<file path="src/shared/bfsp_pkg.sv">
// bfsp_pkg: shared constants and types for the boot flash section protect block
// assumes: one core clock, register port with two address bits and byte data
package bfsp_pkg;

   // ==========================================================================
   // register map (word indices on the plain register port)
   localparam logic [1:0] REG_CTRL       = 2'h0;   // self_program_control_reg
   localparam logic [1:0] REG_LOCK       = 2'h1;   // boot lock bits, read only
   localparam logic [1:0] REG_STAT       = 2'h2;   // block state, read only

   // ==========================================================================
   // self_program_control_reg field positions
   localparam int CTRL_EN_POS    = 0;              // store enable
   localparam int CTRL_ERASE_POS = 1;              // page erase
   localparam int CTRL_WRITE_POS = 2;              // page write
   localparam int CTRL_LOCK_POS  = 3;              // boot lock set
   localparam int CTRL_RWWRE_POS = 4;              // read_while_write_region re-enable
   localparam int CTRL_BUSY_POS  = 6;              // rww_busy_flag, read only
   localparam int CTRL_CMD_W     = 5;

   // legal command codes in the low five control bits; CMD_NONE is the idle value
   localparam logic [4:0] CMD_LOAD  = 5'h01;
   localparam logic [4:0] CMD_ERASE = 5'h03;
   localparam logic [4:0] CMD_WRITE = 5'h05;
   localparam logic [4:0] CMD_LOCK  = 5'h09;
   localparam logic [4:0] CMD_RWWRE = 5'h11;
   localparam logic [4:0] CMD_NONE  = 5'h00;

   // ==========================================================================
   // boot lock bit positions: app_lock_set low, boot_lock_set high
   localparam int LOCK_APP_WR_POS  = 0;            // app_write_lock_bit
   localparam int LOCK_APP_RD_POS  = 1;            // app_read_lock_bit
   localparam int LOCK_BOOT_WR_POS = 2;            // boot_write_lock_bit
   localparam int LOCK_BOOT_RD_POS = 3;            // boot_read_lock_bit
   localparam logic [3:0] LOCK_RST = 4'hF;         // unprogrammed, mode 1

   // ==========================================================================
   // timing and reset values
   localparam int         ARM_WIN_CYC = 4;         // store enable window, cycles
   localparam logic [2:0] ARM_WIN_LD  = 3'(ARM_WIN_CYC);
   localparam logic [7:0] RDATA_RST   = 8'h00;

   // status register field positions
   localparam int STAT_HALT_POS  = 0;
   localparam int STAT_BUSY_POS  = 1;
   localparam int STAT_SBLK_POS  = 2;
   localparam int STAT_LBLK_POS  = 3;

   // ==========================================================================
   // sequencer states
   typedef enum logic [2:0] {
      ST_IDLE  = 3'b001,
      ST_ARMED = 3'b010,
      ST_BUSY  = 3'b100
   } bfsp_state_t;

endpackage : bfsp_pkg

</file>
<file path="src/design/bfsp_section_classify.sv">
// bfsp_section_classify: places one flash word address in its sections
// assumes: boundaries are word addresses, boot section at the top of flash
`timescale 1ns/10ps
module bfsp_section_classify #(
   parameter int ADDR_W = 12
) (
   // address and boundaries
   input  wire logic [ADDR_W-1:0] addr_i,
   input  wire logic [ADDR_W-1:0] boot_start_i,
   input  wire logic [ADDR_W-1:0] no_read_while_write_region_start_i,
   // classification
   output logic                   in_boot_o,
   output logic                   in_no_read_while_write_region_o
);

   // ==========================================================================
   // compare against both boundaries
   assign in_boot_o = (addr_i >= boot_start_i);
   assign in_no_read_while_write_region_o = (addr_i >= no_read_while_write_region_start_i);

endmodule : bfsp_section_classify

</file>
<file path="src/design/bfsp_protect.sv">
// bfsp_protect: section and lock gating of program stores and loads
// assumes: cpu pulses store/load requests, flash macro reports done for erase/write
//
// Decided for this implementation: the strobed register port and the address map.
`timescale 1ns/10ps
// Summary of operation
// - stores start flash programming only when executed from boot_loader_section
// - a boot store may target any flash address, subject to locks
// - boot_size_fuses set the application/boot boundary; each section has own locks
// - programming read_while_write_region keeps cpu running, no-rww code readable
// - programming no_read_while_write_region halts the cpu until done
// - halt follows the programmed address region, not the fetch region
// - rww_busy_flag reads one while read_while_write_region is blocked
// - boot_loader_section always lies inside no_read_while_write_region
// - two independent boot lock sets, application and boot loader
// - lock bits set by software or programmer, cleared only by chip erase or reset
// - general memory lock modes do not affect self store or load
// - an all-ones lock set places no restriction on its section
// - programmed app write lock blocks stores to the application section
// - programmed app read lock blocks boot loads of the application section
// - app read lock with boot vectors disables interrupts while in application
// - programmed boot write lock blocks stores to the boot loader section
// - programmed boot read lock blocks application loads of boot section
// - boot read lock with app vectors disables interrupts while in boot section
// - busy flag sets on rww erase/write, clears on re-enable or page load
module bfsp_protect #(
   parameter int                ADDR_W       = 12,
   parameter logic [ADDR_W-1:0] BOOT_START_0 = 12'hC00,  // boot_size_fuses = 0
   parameter logic [ADDR_W-1:0] BOOT_START_1 = 12'hE00,
   parameter logic [ADDR_W-1:0] BOOT_START_2 = 12'hF00,
   parameter logic [ADDR_W-1:0] BOOT_START_3 = 12'hF80,
   parameter logic [ADDR_W-1:0] NO_READ_WHILE_WRITE_REGION_START   = 12'hC00
) (
   // clock and reset
   input  wire logic              core_clk_i,
   input  wire logic              rst_i,
   // register port
   input  wire logic [1:0]        reg_addr_i,
   input  wire logic [7:0]        reg_wdata_i,
   input  wire logic              reg_we_i,
   input  wire logic              reg_re_i,
   output logic      [7:0]        reg_rdata_o,
   // cpu side
   input  wire logic [ADDR_W-1:0] exec_pc_i,
   input  wire logic [ADDR_W-1:0] z_addr_i,
   input  wire logic [7:0]        lock_data_i,
   input  wire logic              spm_req_i,
   input  wire logic              lpm_req_i,
   input  wire logic              ivec_in_boot_i,
   // fuses and external programming
   input  wire logic [1:0]        boot_size_fuses_i,
   input  wire logic              chip_erase_i,
   input  wire logic              ext_lock_we_i,
   input  wire logic [3:0]        ext_lock_data_i,
   // flash macro
   input  wire logic              flash_done_i,
   output logic                   flash_erase_o,
   output logic                   flash_write_o,
   output logic                   page_load_o,
   output logic                   rww_reenable_o,
   output logic      [ADDR_W-1:0] op_addr_o,
   // protection results
   output logic                   lpm_grant_o,
   output logic                   lpm_block_o,
   output logic                   spm_block_o,
   output logic                   cpu_halt_o,
   output logic                   int_disable_o,
   output logic                   rww_busy_o
);

   // ==========================================================================
   // state record
   typedef struct packed {
      bfsp_pkg::bfsp_state_t fsm;
      logic [4:0]            cmd;
      logic [2:0]            win;
      logic                  halt_no_read_while_write_region;
      logic                  rww_busy;
      logic [3:0]            lock;
      logic [7:0]            rdata;
      logic                  erase_p;
      logic                  write_p;
      logic                  load_p;
      logic                  reen_p;
      logic                  lpm_ok;
      logic                  lpm_blk;
      logic                  spm_blk;
      logic [ADDR_W-1:0]     op_addr;
   } bfsp_regs_t;

   bfsp_regs_t        st_ff;
   bfsp_regs_t        nxt_st;
   logic [ADDR_W-1:0] fuse_start;
   logic [ADDR_W-1:0] boot_start;
   logic              pc_boot;
   logic              pc_no_read_while_write_region;
   logic              z_boot;
   logic              z_no_read_while_write_region;
   logic              armed;
   logic              spm_take;
   logic              wr_locked;
   logic              rd_locked;
   logic [4:0]        wr_cmd;
   logic              cmd_legal;

   // ==========================================================================
   // section boundary from fuses, clamped into the no-rww region
   always_comb begin
      unique case (boot_size_fuses_i)
         2'd0: fuse_start = BOOT_START_0;
         2'd1: fuse_start = BOOT_START_1;
         2'd2: fuse_start = BOOT_START_2;
         2'd3: fuse_start = BOOT_START_3;
      endcase
   end
   assign boot_start = (fuse_start < NO_READ_WHILE_WRITE_REGION_START) ? NO_READ_WHILE_WRITE_REGION_START : fuse_start;

   // classify the executing pc and the target address
   bfsp_section_classify #(
      .ADDR_W       (ADDR_W)
   ) u_pc_class (
      .addr_i       (exec_pc_i),
      .boot_start_i (boot_start),
      .no_read_while_write_region_start_i (NO_READ_WHILE_WRITE_REGION_START),
      .in_boot_o    (pc_boot),
      .in_no_read_while_write_region_o    (pc_no_read_while_write_region)
   );

   bfsp_section_classify #(
      .ADDR_W       (ADDR_W)
   ) u_z_class (
      .addr_i       (z_addr_i),
      .boot_start_i (boot_start),
      .no_read_while_write_region_start_i (NO_READ_WHILE_WRITE_REGION_START),
      .in_boot_o    (z_boot),
      .in_no_read_while_write_region_o    (z_no_read_while_write_region)
   );

   // ==========================================================================
   // access decisions; general lock modes are deliberately not consulted
   assign armed     = (st_ff.fsm == bfsp_pkg::ST_ARMED);
   assign spm_take  = armed && spm_req_i && pc_boot;
   assign wr_locked = z_boot ? !st_ff.lock[bfsp_pkg::LOCK_BOOT_WR_POS]
                             : !st_ff.lock[bfsp_pkg::LOCK_APP_WR_POS];
   assign rd_locked = (pc_boot && !z_boot && !st_ff.lock[bfsp_pkg::LOCK_APP_RD_POS])
                   || (!pc_boot && z_boot && !st_ff.lock[bfsp_pkg::LOCK_BOOT_RD_POS]);

   // interrupts masked while running in a read-locked section whose vectors sit in the other section
   assign int_disable_o = (ivec_in_boot_i && !pc_boot && !st_ff.lock[bfsp_pkg::LOCK_APP_RD_POS])
                       || (!ivec_in_boot_i && pc_boot && !st_ff.lock[bfsp_pkg::LOCK_BOOT_RD_POS]);

   // control write decode, only the listed combinations arm the window
   assign wr_cmd    = reg_wdata_i[bfsp_pkg::CTRL_CMD_W-1:0];
   assign cmd_legal = (wr_cmd == bfsp_pkg::CMD_LOAD)  || (wr_cmd == bfsp_pkg::CMD_ERASE)
                   || (wr_cmd == bfsp_pkg::CMD_WRITE) || (wr_cmd == bfsp_pkg::CMD_LOCK)
                   || (wr_cmd == bfsp_pkg::CMD_RWWRE);

   // ==========================================================================
   // next-state logic
   always_comb begin
      nxt_st         = st_ff;
      nxt_st.erase_p = 1'b0;
      nxt_st.write_p = 1'b0;
      nxt_st.load_p  = 1'b0;
      nxt_st.reen_p  = 1'b0;
      nxt_st.lpm_ok  = 1'b0;
      nxt_st.lpm_blk = 1'b0;
      nxt_st.spm_blk = 1'b0;
      nxt_st.rdata   = bfsp_pkg::RDATA_RST;

      // sequencer: arm, window, busy
      unique case (st_ff.fsm)
         bfsp_pkg::ST_IDLE: begin
            if (reg_we_i && (reg_addr_i == bfsp_pkg::REG_CTRL) && cmd_legal) begin
               nxt_st.fsm = bfsp_pkg::ST_ARMED;
               nxt_st.cmd = wr_cmd;
               nxt_st.win = bfsp_pkg::ARM_WIN_LD;
            end
         end
         bfsp_pkg::ST_ARMED: begin
            if (spm_req_i && !spm_take) begin
               nxt_st.fsm     = bfsp_pkg::ST_IDLE;
               nxt_st.cmd     = bfsp_pkg::CMD_NONE;
               nxt_st.spm_blk = 1'b1;
            end else if (spm_take) begin
               nxt_st.fsm = bfsp_pkg::ST_IDLE;
               nxt_st.cmd = bfsp_pkg::CMD_NONE;
               unique case (st_ff.cmd)
                  bfsp_pkg::CMD_ERASE,
                  bfsp_pkg::CMD_WRITE: begin
                     if (wr_locked) begin
                        nxt_st.spm_blk = 1'b1;
                     end else begin
                        nxt_st.fsm       = bfsp_pkg::ST_BUSY;
                        nxt_st.cmd       = st_ff.cmd;
                        nxt_st.op_addr   = z_addr_i;
                        nxt_st.erase_p   = (st_ff.cmd == bfsp_pkg::CMD_ERASE);
                        nxt_st.write_p   = (st_ff.cmd == bfsp_pkg::CMD_WRITE);
                        nxt_st.halt_no_read_while_write_region = z_no_read_while_write_region;
                        if (!z_no_read_while_write_region) begin
                           nxt_st.rww_busy = 1'b1;
                        end
                     end
                  end
                  bfsp_pkg::CMD_LOAD: begin
                     nxt_st.load_p   = 1'b1;
                     nxt_st.op_addr  = z_addr_i;
                     nxt_st.rww_busy = 1'b0;
                  end
                  bfsp_pkg::CMD_LOCK: begin
                     // bits may only be programmed, never released here
                     nxt_st.lock = st_ff.lock & lock_data_i[3:0];
                  end
                  bfsp_pkg::CMD_RWWRE: begin
                     nxt_st.reen_p   = 1'b1;
                     nxt_st.rww_busy = 1'b0;
                  end
                  default: begin
                     nxt_st.fsm = bfsp_pkg::ST_IDLE;
                  end
               endcase
            end else if (st_ff.win == 3'd1) begin
               nxt_st.fsm = bfsp_pkg::ST_IDLE;
               nxt_st.cmd = bfsp_pkg::CMD_NONE;
            end else begin
               nxt_st.win = st_ff.win - 3'd1;
            end
         end
         bfsp_pkg::ST_BUSY: begin
            if (flash_done_i) begin
               nxt_st.fsm       = bfsp_pkg::ST_IDLE;
               nxt_st.cmd       = bfsp_pkg::CMD_NONE;
               nxt_st.halt_no_read_while_write_region = 1'b0;
            end
         end
         default: begin
            nxt_st.fsm = bfsp_pkg::ST_IDLE;
         end
      endcase

      // program-memory load gating
      if (lpm_req_i) begin
         nxt_st.lpm_ok  = !rd_locked;
         nxt_st.lpm_blk = rd_locked;
      end

      // external programmer sets bits; chip erase alone releases them
      if (ext_lock_we_i) begin
         nxt_st.lock = nxt_st.lock & ext_lock_data_i;
      end
      if (chip_erase_i) begin
         nxt_st.lock = bfsp_pkg::LOCK_RST;
      end

      // register read data, valid the cycle after the strobe
      if (reg_re_i) begin
         unique case (reg_addr_i)
            bfsp_pkg::REG_CTRL: begin
               nxt_st.rdata                         = {3'b000, st_ff.cmd};
               nxt_st.rdata[bfsp_pkg::CTRL_BUSY_POS] = st_ff.rww_busy;
            end
            bfsp_pkg::REG_LOCK: begin
               nxt_st.rdata = {4'h0, st_ff.lock};
            end
            bfsp_pkg::REG_STAT: begin
               nxt_st.rdata[bfsp_pkg::STAT_HALT_POS] = cpu_halt_o;
               nxt_st.rdata[bfsp_pkg::STAT_BUSY_POS] = (st_ff.fsm == bfsp_pkg::ST_BUSY);
               nxt_st.rdata[bfsp_pkg::STAT_SBLK_POS] = st_ff.spm_blk;
               nxt_st.rdata[bfsp_pkg::STAT_LBLK_POS] = st_ff.lpm_blk;
            end
            default: begin
               nxt_st.rdata = bfsp_pkg::RDATA_RST;
            end
         endcase
      end
   end

   // ==========================================================================
   // state register
   always_ff @(posedge core_clk_i or posedge rst_i) begin
      if (rst_i) begin
         st_ff           <= '0;
         st_ff.fsm       <= bfsp_pkg::ST_IDLE;
         st_ff.lock      <= bfsp_pkg::LOCK_RST;
         st_ff.rdata     <= bfsp_pkg::RDATA_RST;
      end else begin
         st_ff <= nxt_st;
      end
   end

   // ==========================================================================
   // outputs
   assign reg_rdata_o    = st_ff.rdata;
   assign flash_erase_o  = st_ff.erase_p;
   assign flash_write_o  = st_ff.write_p;
   assign page_load_o    = st_ff.load_p;
   assign rww_reenable_o = st_ff.reen_p;
   assign op_addr_o      = st_ff.op_addr;
   assign lpm_grant_o    = st_ff.lpm_ok;
   assign lpm_block_o    = st_ff.lpm_blk;
   assign spm_block_o    = st_ff.spm_blk;
   assign cpu_halt_o     = (st_ff.fsm == bfsp_pkg::ST_BUSY) && st_ff.halt_no_read_while_write_region;
   assign rww_busy_o     = st_ff.rww_busy;
endmodule : bfsp_protect

</file>
<file path="config.mk">
export PLATFORM = sky130hd
export DESIGN_NAME = bfsp_protect
export DESIGN_NICKNAME = d
export VERILOG_FILES = /design/src/shared/bfsp_pkg.sv /design/src/design/bfsp_section_classify.sv /design/src/design/bfsp_protect.sv
export SDC_FILE = /design/constraint.sdc
export NUM_CORES = 1
export LEC_CHECK = 0
export CAP_MARGIN = 5
export CELL_PAD_IN_SITES_DETAIL_PLACEMENT = 0
export CELL_PAD_IN_SITES_GLOBAL_PLACEMENT = 2
export CORE_UTILIZATION = 41
export DETAILED_ROUTE_END_ITERATION = 16
export DONT_BUFFER_PORTS = 1
export PLACE_DENSITY_LB_ADDON = 0.1
export REMOVE_ABC_BUFFERS = 1
export SETUP_SLACK_MARGIN = 0.15
export SYNTH_ARGS = -nofsm -noshare
export SYNTH_HDL_FRONTEND = slang
export SYNTH_SLANG_ARGS = --single-unit
export TNS_END_PERCENT = 100
</file>
<file path="constraint.sdc">
create_clock -name core_clk_i -period 5.27 [get_ports core_clk_i]
set_input_delay 0.7905 -clock core_clk_i [delete_from_list [all_inputs] [get_ports core_clk_i]]
set_output_delay 0.7905 -clock core_clk_i [all_outputs]
set_load 0.05 [all_outputs]
</file>
Word-level counts from Yosys, hierarchy flattened --
Cells that the tools add are included.
Cells by class: reduce and logical (&&, ||, !) cells 44, eq/ne operators 31, bitwise operators 3, add/subtract/negate cells 1, multiplexer cells 47, $mul 0, divide/modulo/power cells 0, shifts and indexed selects 0, $lt $le $gt $ge 4
Operators by type and width (number):
- $pmux 12 s4 | 1
- $mux 8 | 5
- $mux 12 | 3
- $mux 4 | 7
- $mux 13 | 2
- $ge 12x12->1 | 2
- $pmux 12 s2 | 1
- $ne 2x2->1 const B | 8
- $pmux 5 s3 | 1
- $reduce_and 5->1 | 3
- $logic_and 1x1->1 | 14
- $ge 12x12->1 const B | 1
- $lt 12x12->1 const B | 1
- $mux 3 | 4
- $pmux 4 s3 | 1
- $reduce_and 6->1 | 2
- $mux 11 | 1
- $eq 5x1->1 const B | 2
- $eq 5x2->1 const B | 2
- $eq 5x3->1 const B | 2
- $eq 5x4->1 const B | 2
- $eq 5x5->1 const B | 2
- $logic_not 1->1 | 9
- $mux 1 | 9
- other kinds (25) | 45
Storage, ports and cells: memory bits (writable) 0, memory bits (read-only) 0, input bits 58, bits in latches 0, register bits after elaboration 44, logic and storage cells 145, memories kept 0

Depth between registers and ports, before layout --
word-level depth 14, gate-level depth with buffers 8, depth with buffers taken out 7

Hierarchy --
A second synthesis with hierarchy kept.
Unflattened totals: cell total of the unflattened synthesis 365, area total of the unflattened synthesis 3392.0 um^2
Modules (own cells, without submodules):
- bfsp_protect | cells an instance 207, instances 1, area each 2233.4 um^2
- bfsp_section_classify | cells an instance 79, instances 2, area each 579.3 um^2

Least setup slack after synthesis --
OpenSTA, ideal clock, no wires.
kind input to output, start point in boot_size_fuses_i[1], end point out int_disable_o, data arrival time 2.982 ns, stages on the path 6, setup slack 1.498 ns, required time 4.479 ns, path through inv_1 > ha_1 > nor4bb_1 > nand4b_1 > a21o_1 > o31ai_1
On the way: longest elaborated chain between the ends 9, elaborated cells on any way between the ends 14, those cells by class order compare (2); eq/ne (3); mux (2); reduce/logical (7)
Ends and longest elaborated chain:
- from (decl) | RTL line bfsp_protect.sv:51 | input wire logic [1:0] boot_size_fuses_i,
- $eq 2x2->1 (tied with other cells) | RTL line bfsp_protect.sv:109 | unique case (boot_size_fuses_i)
- $pmux 12 s4 (*) | RTL line bfsp_protect.sv:109
- $lt 12x12->1 | RTL line bfsp_protect.sv:116 | assign boot_start = (fuse_start < NO_READ_WHILE_WRITE_REGION_START) ? NO_READ_WHILE_WRITE_REGION_START : fuse_ ...
- $mux 12 (*) | RTL line bfsp_protect.sv:116
- $ge 12x12->1 (*) | RTL line bfsp_section_classify.sv:18 | assign in_boot_o = (addr_i >= boot_start_i);
- $logic_not 1->1 | RTL line bfsp_protect.sv:149 | assign int_disable_o = (ivec_in_boot_i && !pc_boot && !st_ff.lock[bfsp_pkg::LOCK_APP_RD_POS])
- $logic_and 1x1->1 (2 in series) | RTL line bfsp_protect.sv:149
- $logic_or 1x1->1 (*) | RTL line bfsp_protect.sv:150 | || (!ivec_in_boot_i && pc_boot && !st_ff.lock[bfsp_pkg::LOCK_BOOT_RD_POS]);
- to (decl) | RTL line bfsp_protect.sv:67 | output logic int_disable_o,
Every way passes the cells marked *; elsewhere a longest branch is shown, timed or not. The select of a mux whose other input is x is not followed.

Worst setup path in the final report --
Ends and elaborated chain as after synthesis.

==> impl_results.md <==
* ANT nets after route at 0
* CTS clk-pin slew, worst paths at 0.09 ns
* Post-CTS setup repair buffer count at 0
* Design area at 2515 sq um
* Clock sinks at 42
* CTS tree: done
* Die area at 6260 sq um
* Placed standard-cell area at 2372 sq um
* Antenna Cells at 0
* Most common cell in the netlist: dfrtp_1
* Io pins at 88
* CP Depth at 6
* Die extent in y at 79.12 um
* Pre-antenna DRT Iters at 5
* Leak at 0.001156 uW
* Comb pwr share at 15.5%
* Setup ws final at 1.709 ns
* Top-area cell type share of the netlist area at 37.97%
* Seq cells post-synth at 42
* Clk buf depth at 2
* Total wire length at 5330 um
* Reg2reg path depth at 5
* CP Capture Type: output port
* Cell count after placement at 282
* Internal power at 612.9 uW
* Synth cell count leaders: 37 x dfrtp_1, 20 x buf_4, 16 x nand2_1
* Starting Density at 43.49%
* R2R Setup Slk at 2.78 ns
* RR Startpoint: st_ff[42]
* First DRT Iteration DRCs at 50
* Actual slew at the worst max-slew pin at 0.9783 ns
* CP max stage cell: o31ai_2
* Core Box Area at 5608 sq um
* Mapped Cells at 232
* CP bufs+invs at 1
* DR DRC count at 0
* Worst path max stage delay at 0.80 ns
* Crit share post-route at 67.58%
* Avg Inst Size Synth at 10.51 sq um
* Site Rows at 27
* Final setup vio count at 0
* Synth cell types at 54
* Cell family with most CP delay: compound AO/OA/AOI/OAI gates
* Synth Flop Type: dfrtp_1
* Max VDD drop at 0.1232 mV
* # nets final at 283
* Switching Share at 28.94%
* Post-Place Setup Slack at 1.698 ns
* Top post-synthesis cells by area: dfrtp_1 38%, buf_4 6.2%, mux2_4 6.2%, dfstp_2 5.4%, ha_1 4.1%
* Final Hold Vio Count at 0
* First-pass GRT wire length at 8666 um
* Vias in the first global route at 1698
* CP Launch Type: primary input
* Maximum clock frequency at 280.8 MHz
* Max Cap Viol at 0
* RSZ-0062 raised after global routing: no
* Critical path class: primary input to output port
* CP max FO at 5
* Post-synthesis compound-gate area fraction at 13.55%
* Final Wtd Congestion at 0.8272
* DR WL/cell at 18.38 um
* Main combinational cell family by area after synthesis: simple AND/OR/NAND/NOR gates
* H-tree depth at 2
* Post-synthesis sequential area ratio at 43.36%
* Clock skew at 0.01077 ns
* Status: complete, no violations
* Final Util at 44.85%
* Clock Power Share at 37.0%
* Flop pwr share at 47.5%
* Initial antenna violation count at 0
* Crit path capture: int_disable_o
* Routed via count at 1668
* Min Tclk post-route at 3.561 ns
* Port bufs at 0
* Xor/xnor share of the synthesized area at 0.7183%
* Slew Limit Fails at 0
* Congestion Overflow GR at 0
* Net Sw Power at 249.6 uW
* R2r endpoint: op_addr_o[10]
* Gr usage total at 18.08%
* Largest net degree at the start of global routing at 31
* Simple-Gate Fraction of Synth Area at 19.29%
* Synth Area in Adders at 4.515%
* Worst endpoint required time at 4.48 ns
* Pwr/cell area at 343.0 nW/um^2
* Root buf cell: clkbuf_8
* Via/cell ratio at 5.752
* Mux contribution to synthesized area at 9.184%
* Fin cells at 290
* Slew headroom at 34.39%
* Number of flops mapped to enable cells by yosys at 0
* Synth-to-Final Area Change at 3.130%
* Post-CTS sizing at 0
* Synth async-reset ratio at 100.0%
* Crit path DAT at 2.77 ns
* DP HPWL at 4093 um
* Area leader, netlist: dfrtp_1
* Layout cells sized above 1 at 15.14%
* Worst-path cell chain: inv_1 -> ha_1 -> nor4bb_1 -> nand4b_1 -> a21o_1 -> o31ai_2
* Yosys warning count at 0
* Setup tns final at 0 ns
* Crit path launch: boot_size_fuses_i[1]
* Area of the mapped netlist at 2439 sq um
* Die width at 79.12 um
* Post-cts hold buffer count at 0
* CTS Buf Count at 5
* Worst Hold Class: primary input to async pin
* Latest clock arrival within the worst-skew pair at 0.30 ns
[cell usage in the layout (no fill, tap or decap), types with 2 or more instances in the layout]
| master | count |
|---|---|
| a21o_1 | 2 |
| a21oi_1 | 6 |
| a221o_1 | 2 |
| and2_1 | 5 |
| and3_1 | 6 |
| bufinv_16 | 2 |
| clkbuf_8 | 6 |
| conb_1 | 2 |
| dfrtp_1 | 37 |
| dfstp_2 | 5 |
| ha_1 | 8 |
| inv_1 | 14 |
| mux2_2 | 3 |
| mux2_4 | 10 |
| mux2i_1 | 4 |
| nand2_1 | 16 |
| nand2b_1 | 3 |
| nand3_1 | 6 |
| nand3b_1 | 3 |
| nand4_1 | 2 |
| nor2_1 | 12 |
| nor3_1 | 6 |
| nor3b_1 | 2 |
| nor4_1 | 2 |
| o211ai_1 | 2 |
| o21a_1 | 3 |
| o21ai_0 | 11 |
| o21bai_1 | 4 |
| o22ai_1 | 2 |
| or3_1 | 2 |
| or4_1 | 2 |
| or4b_1 | 3 |
| or4bb_1 | 2 |
| xor2_1 | 2 |
[worst min-delay path by stage]
stage | startpoint | slack (ns) | depth (start not counted) | to
after global placement | st_ff[35] | 0.49 | 2 | st_ff[35]
after global routing | rst_i | 0.42 | 1 | op_addr_o[7]
after detailed placement | st_ff[35] | 0.50 | 2 | st_ff[35]
after floorplan | st_ff[35] | 0.47 | 2 | st_ff[35]
final | rst_i | 0.38 | 1 | op_addr_o[11]
after CTS | rst_i | 0.40 | 1 | op_addr_o[10]
[layer usage]
layer / wire [um] / track usage [%] / share of wire, % / vias to the layer above
met5: 0 / 0 / 0 / -
met4: 82 / 5.273 / 1.5 / 0
met3: 414 / 4.828 / 7.8 / 10
met2: 2366 / 27.76 / 44 / 68
met1: 2466 / 24.85 / 46 / 804
li1: - / - / - / 786
[stage by stage]
step / power [uW] / hold WS (ns)
3_5_place_dp: 548.2 / 0.5024
4_1_cts: 868.1 / 0.4032
5_1_grt: 904.1 / 0.4176
3_3_place_gp: 541.9 / 0.4890
2_1_floorplan: 507.9 / 0.4742
6_report: 862.5 / 0.3839
[registers in the layout, summed over array words and instances, names as in the netlist]
register	cells
st_ff	16
op_addr_o	12
reg_rdata_o	6
flash_erase_o	1
flash_write_o	1
lpm_block_o	1
lpm_grant_o	1
page_load_o	1
rww_busy_o	1
rww_reenable_o	1
spm_block_o	1
[power groups by stage]
stage,sequential [uW],clock (uW),combinational (uW)
after detailed placement,415,0,133
after global placement,414,0,128
after global routing,414,340,150
after floorplan,398,0,110
after CTS,409,325,134
final,409,319,134
[cell type report]
cell class	instances	area [sq um]
clock buffer	6	82.58
timing repair buffer	1	7.507
clock inverter	2	60.06
multi-input combinational	153	1165
sequential	42	1057
inverter	14	52.55
tap	72	90.09
fill	572	3093
[logic make-up (layout without fill, tap and decap cells)]
logic type / count (synthesis) / after routing
AND/OR/NAND/NOR: 78 / 78
XOR/XNOR: 2 / 2
adder cells (fa/ha/maj): 9 / 9
other: 1 / 2
flip-flops: 42 / 42
buffers and inverters: 38 / 23
AO/OA/AOI/OAI: 45 / 45
multiplexers: 17 / 17
Note: power is estimated with default switching activity, not from simulation.
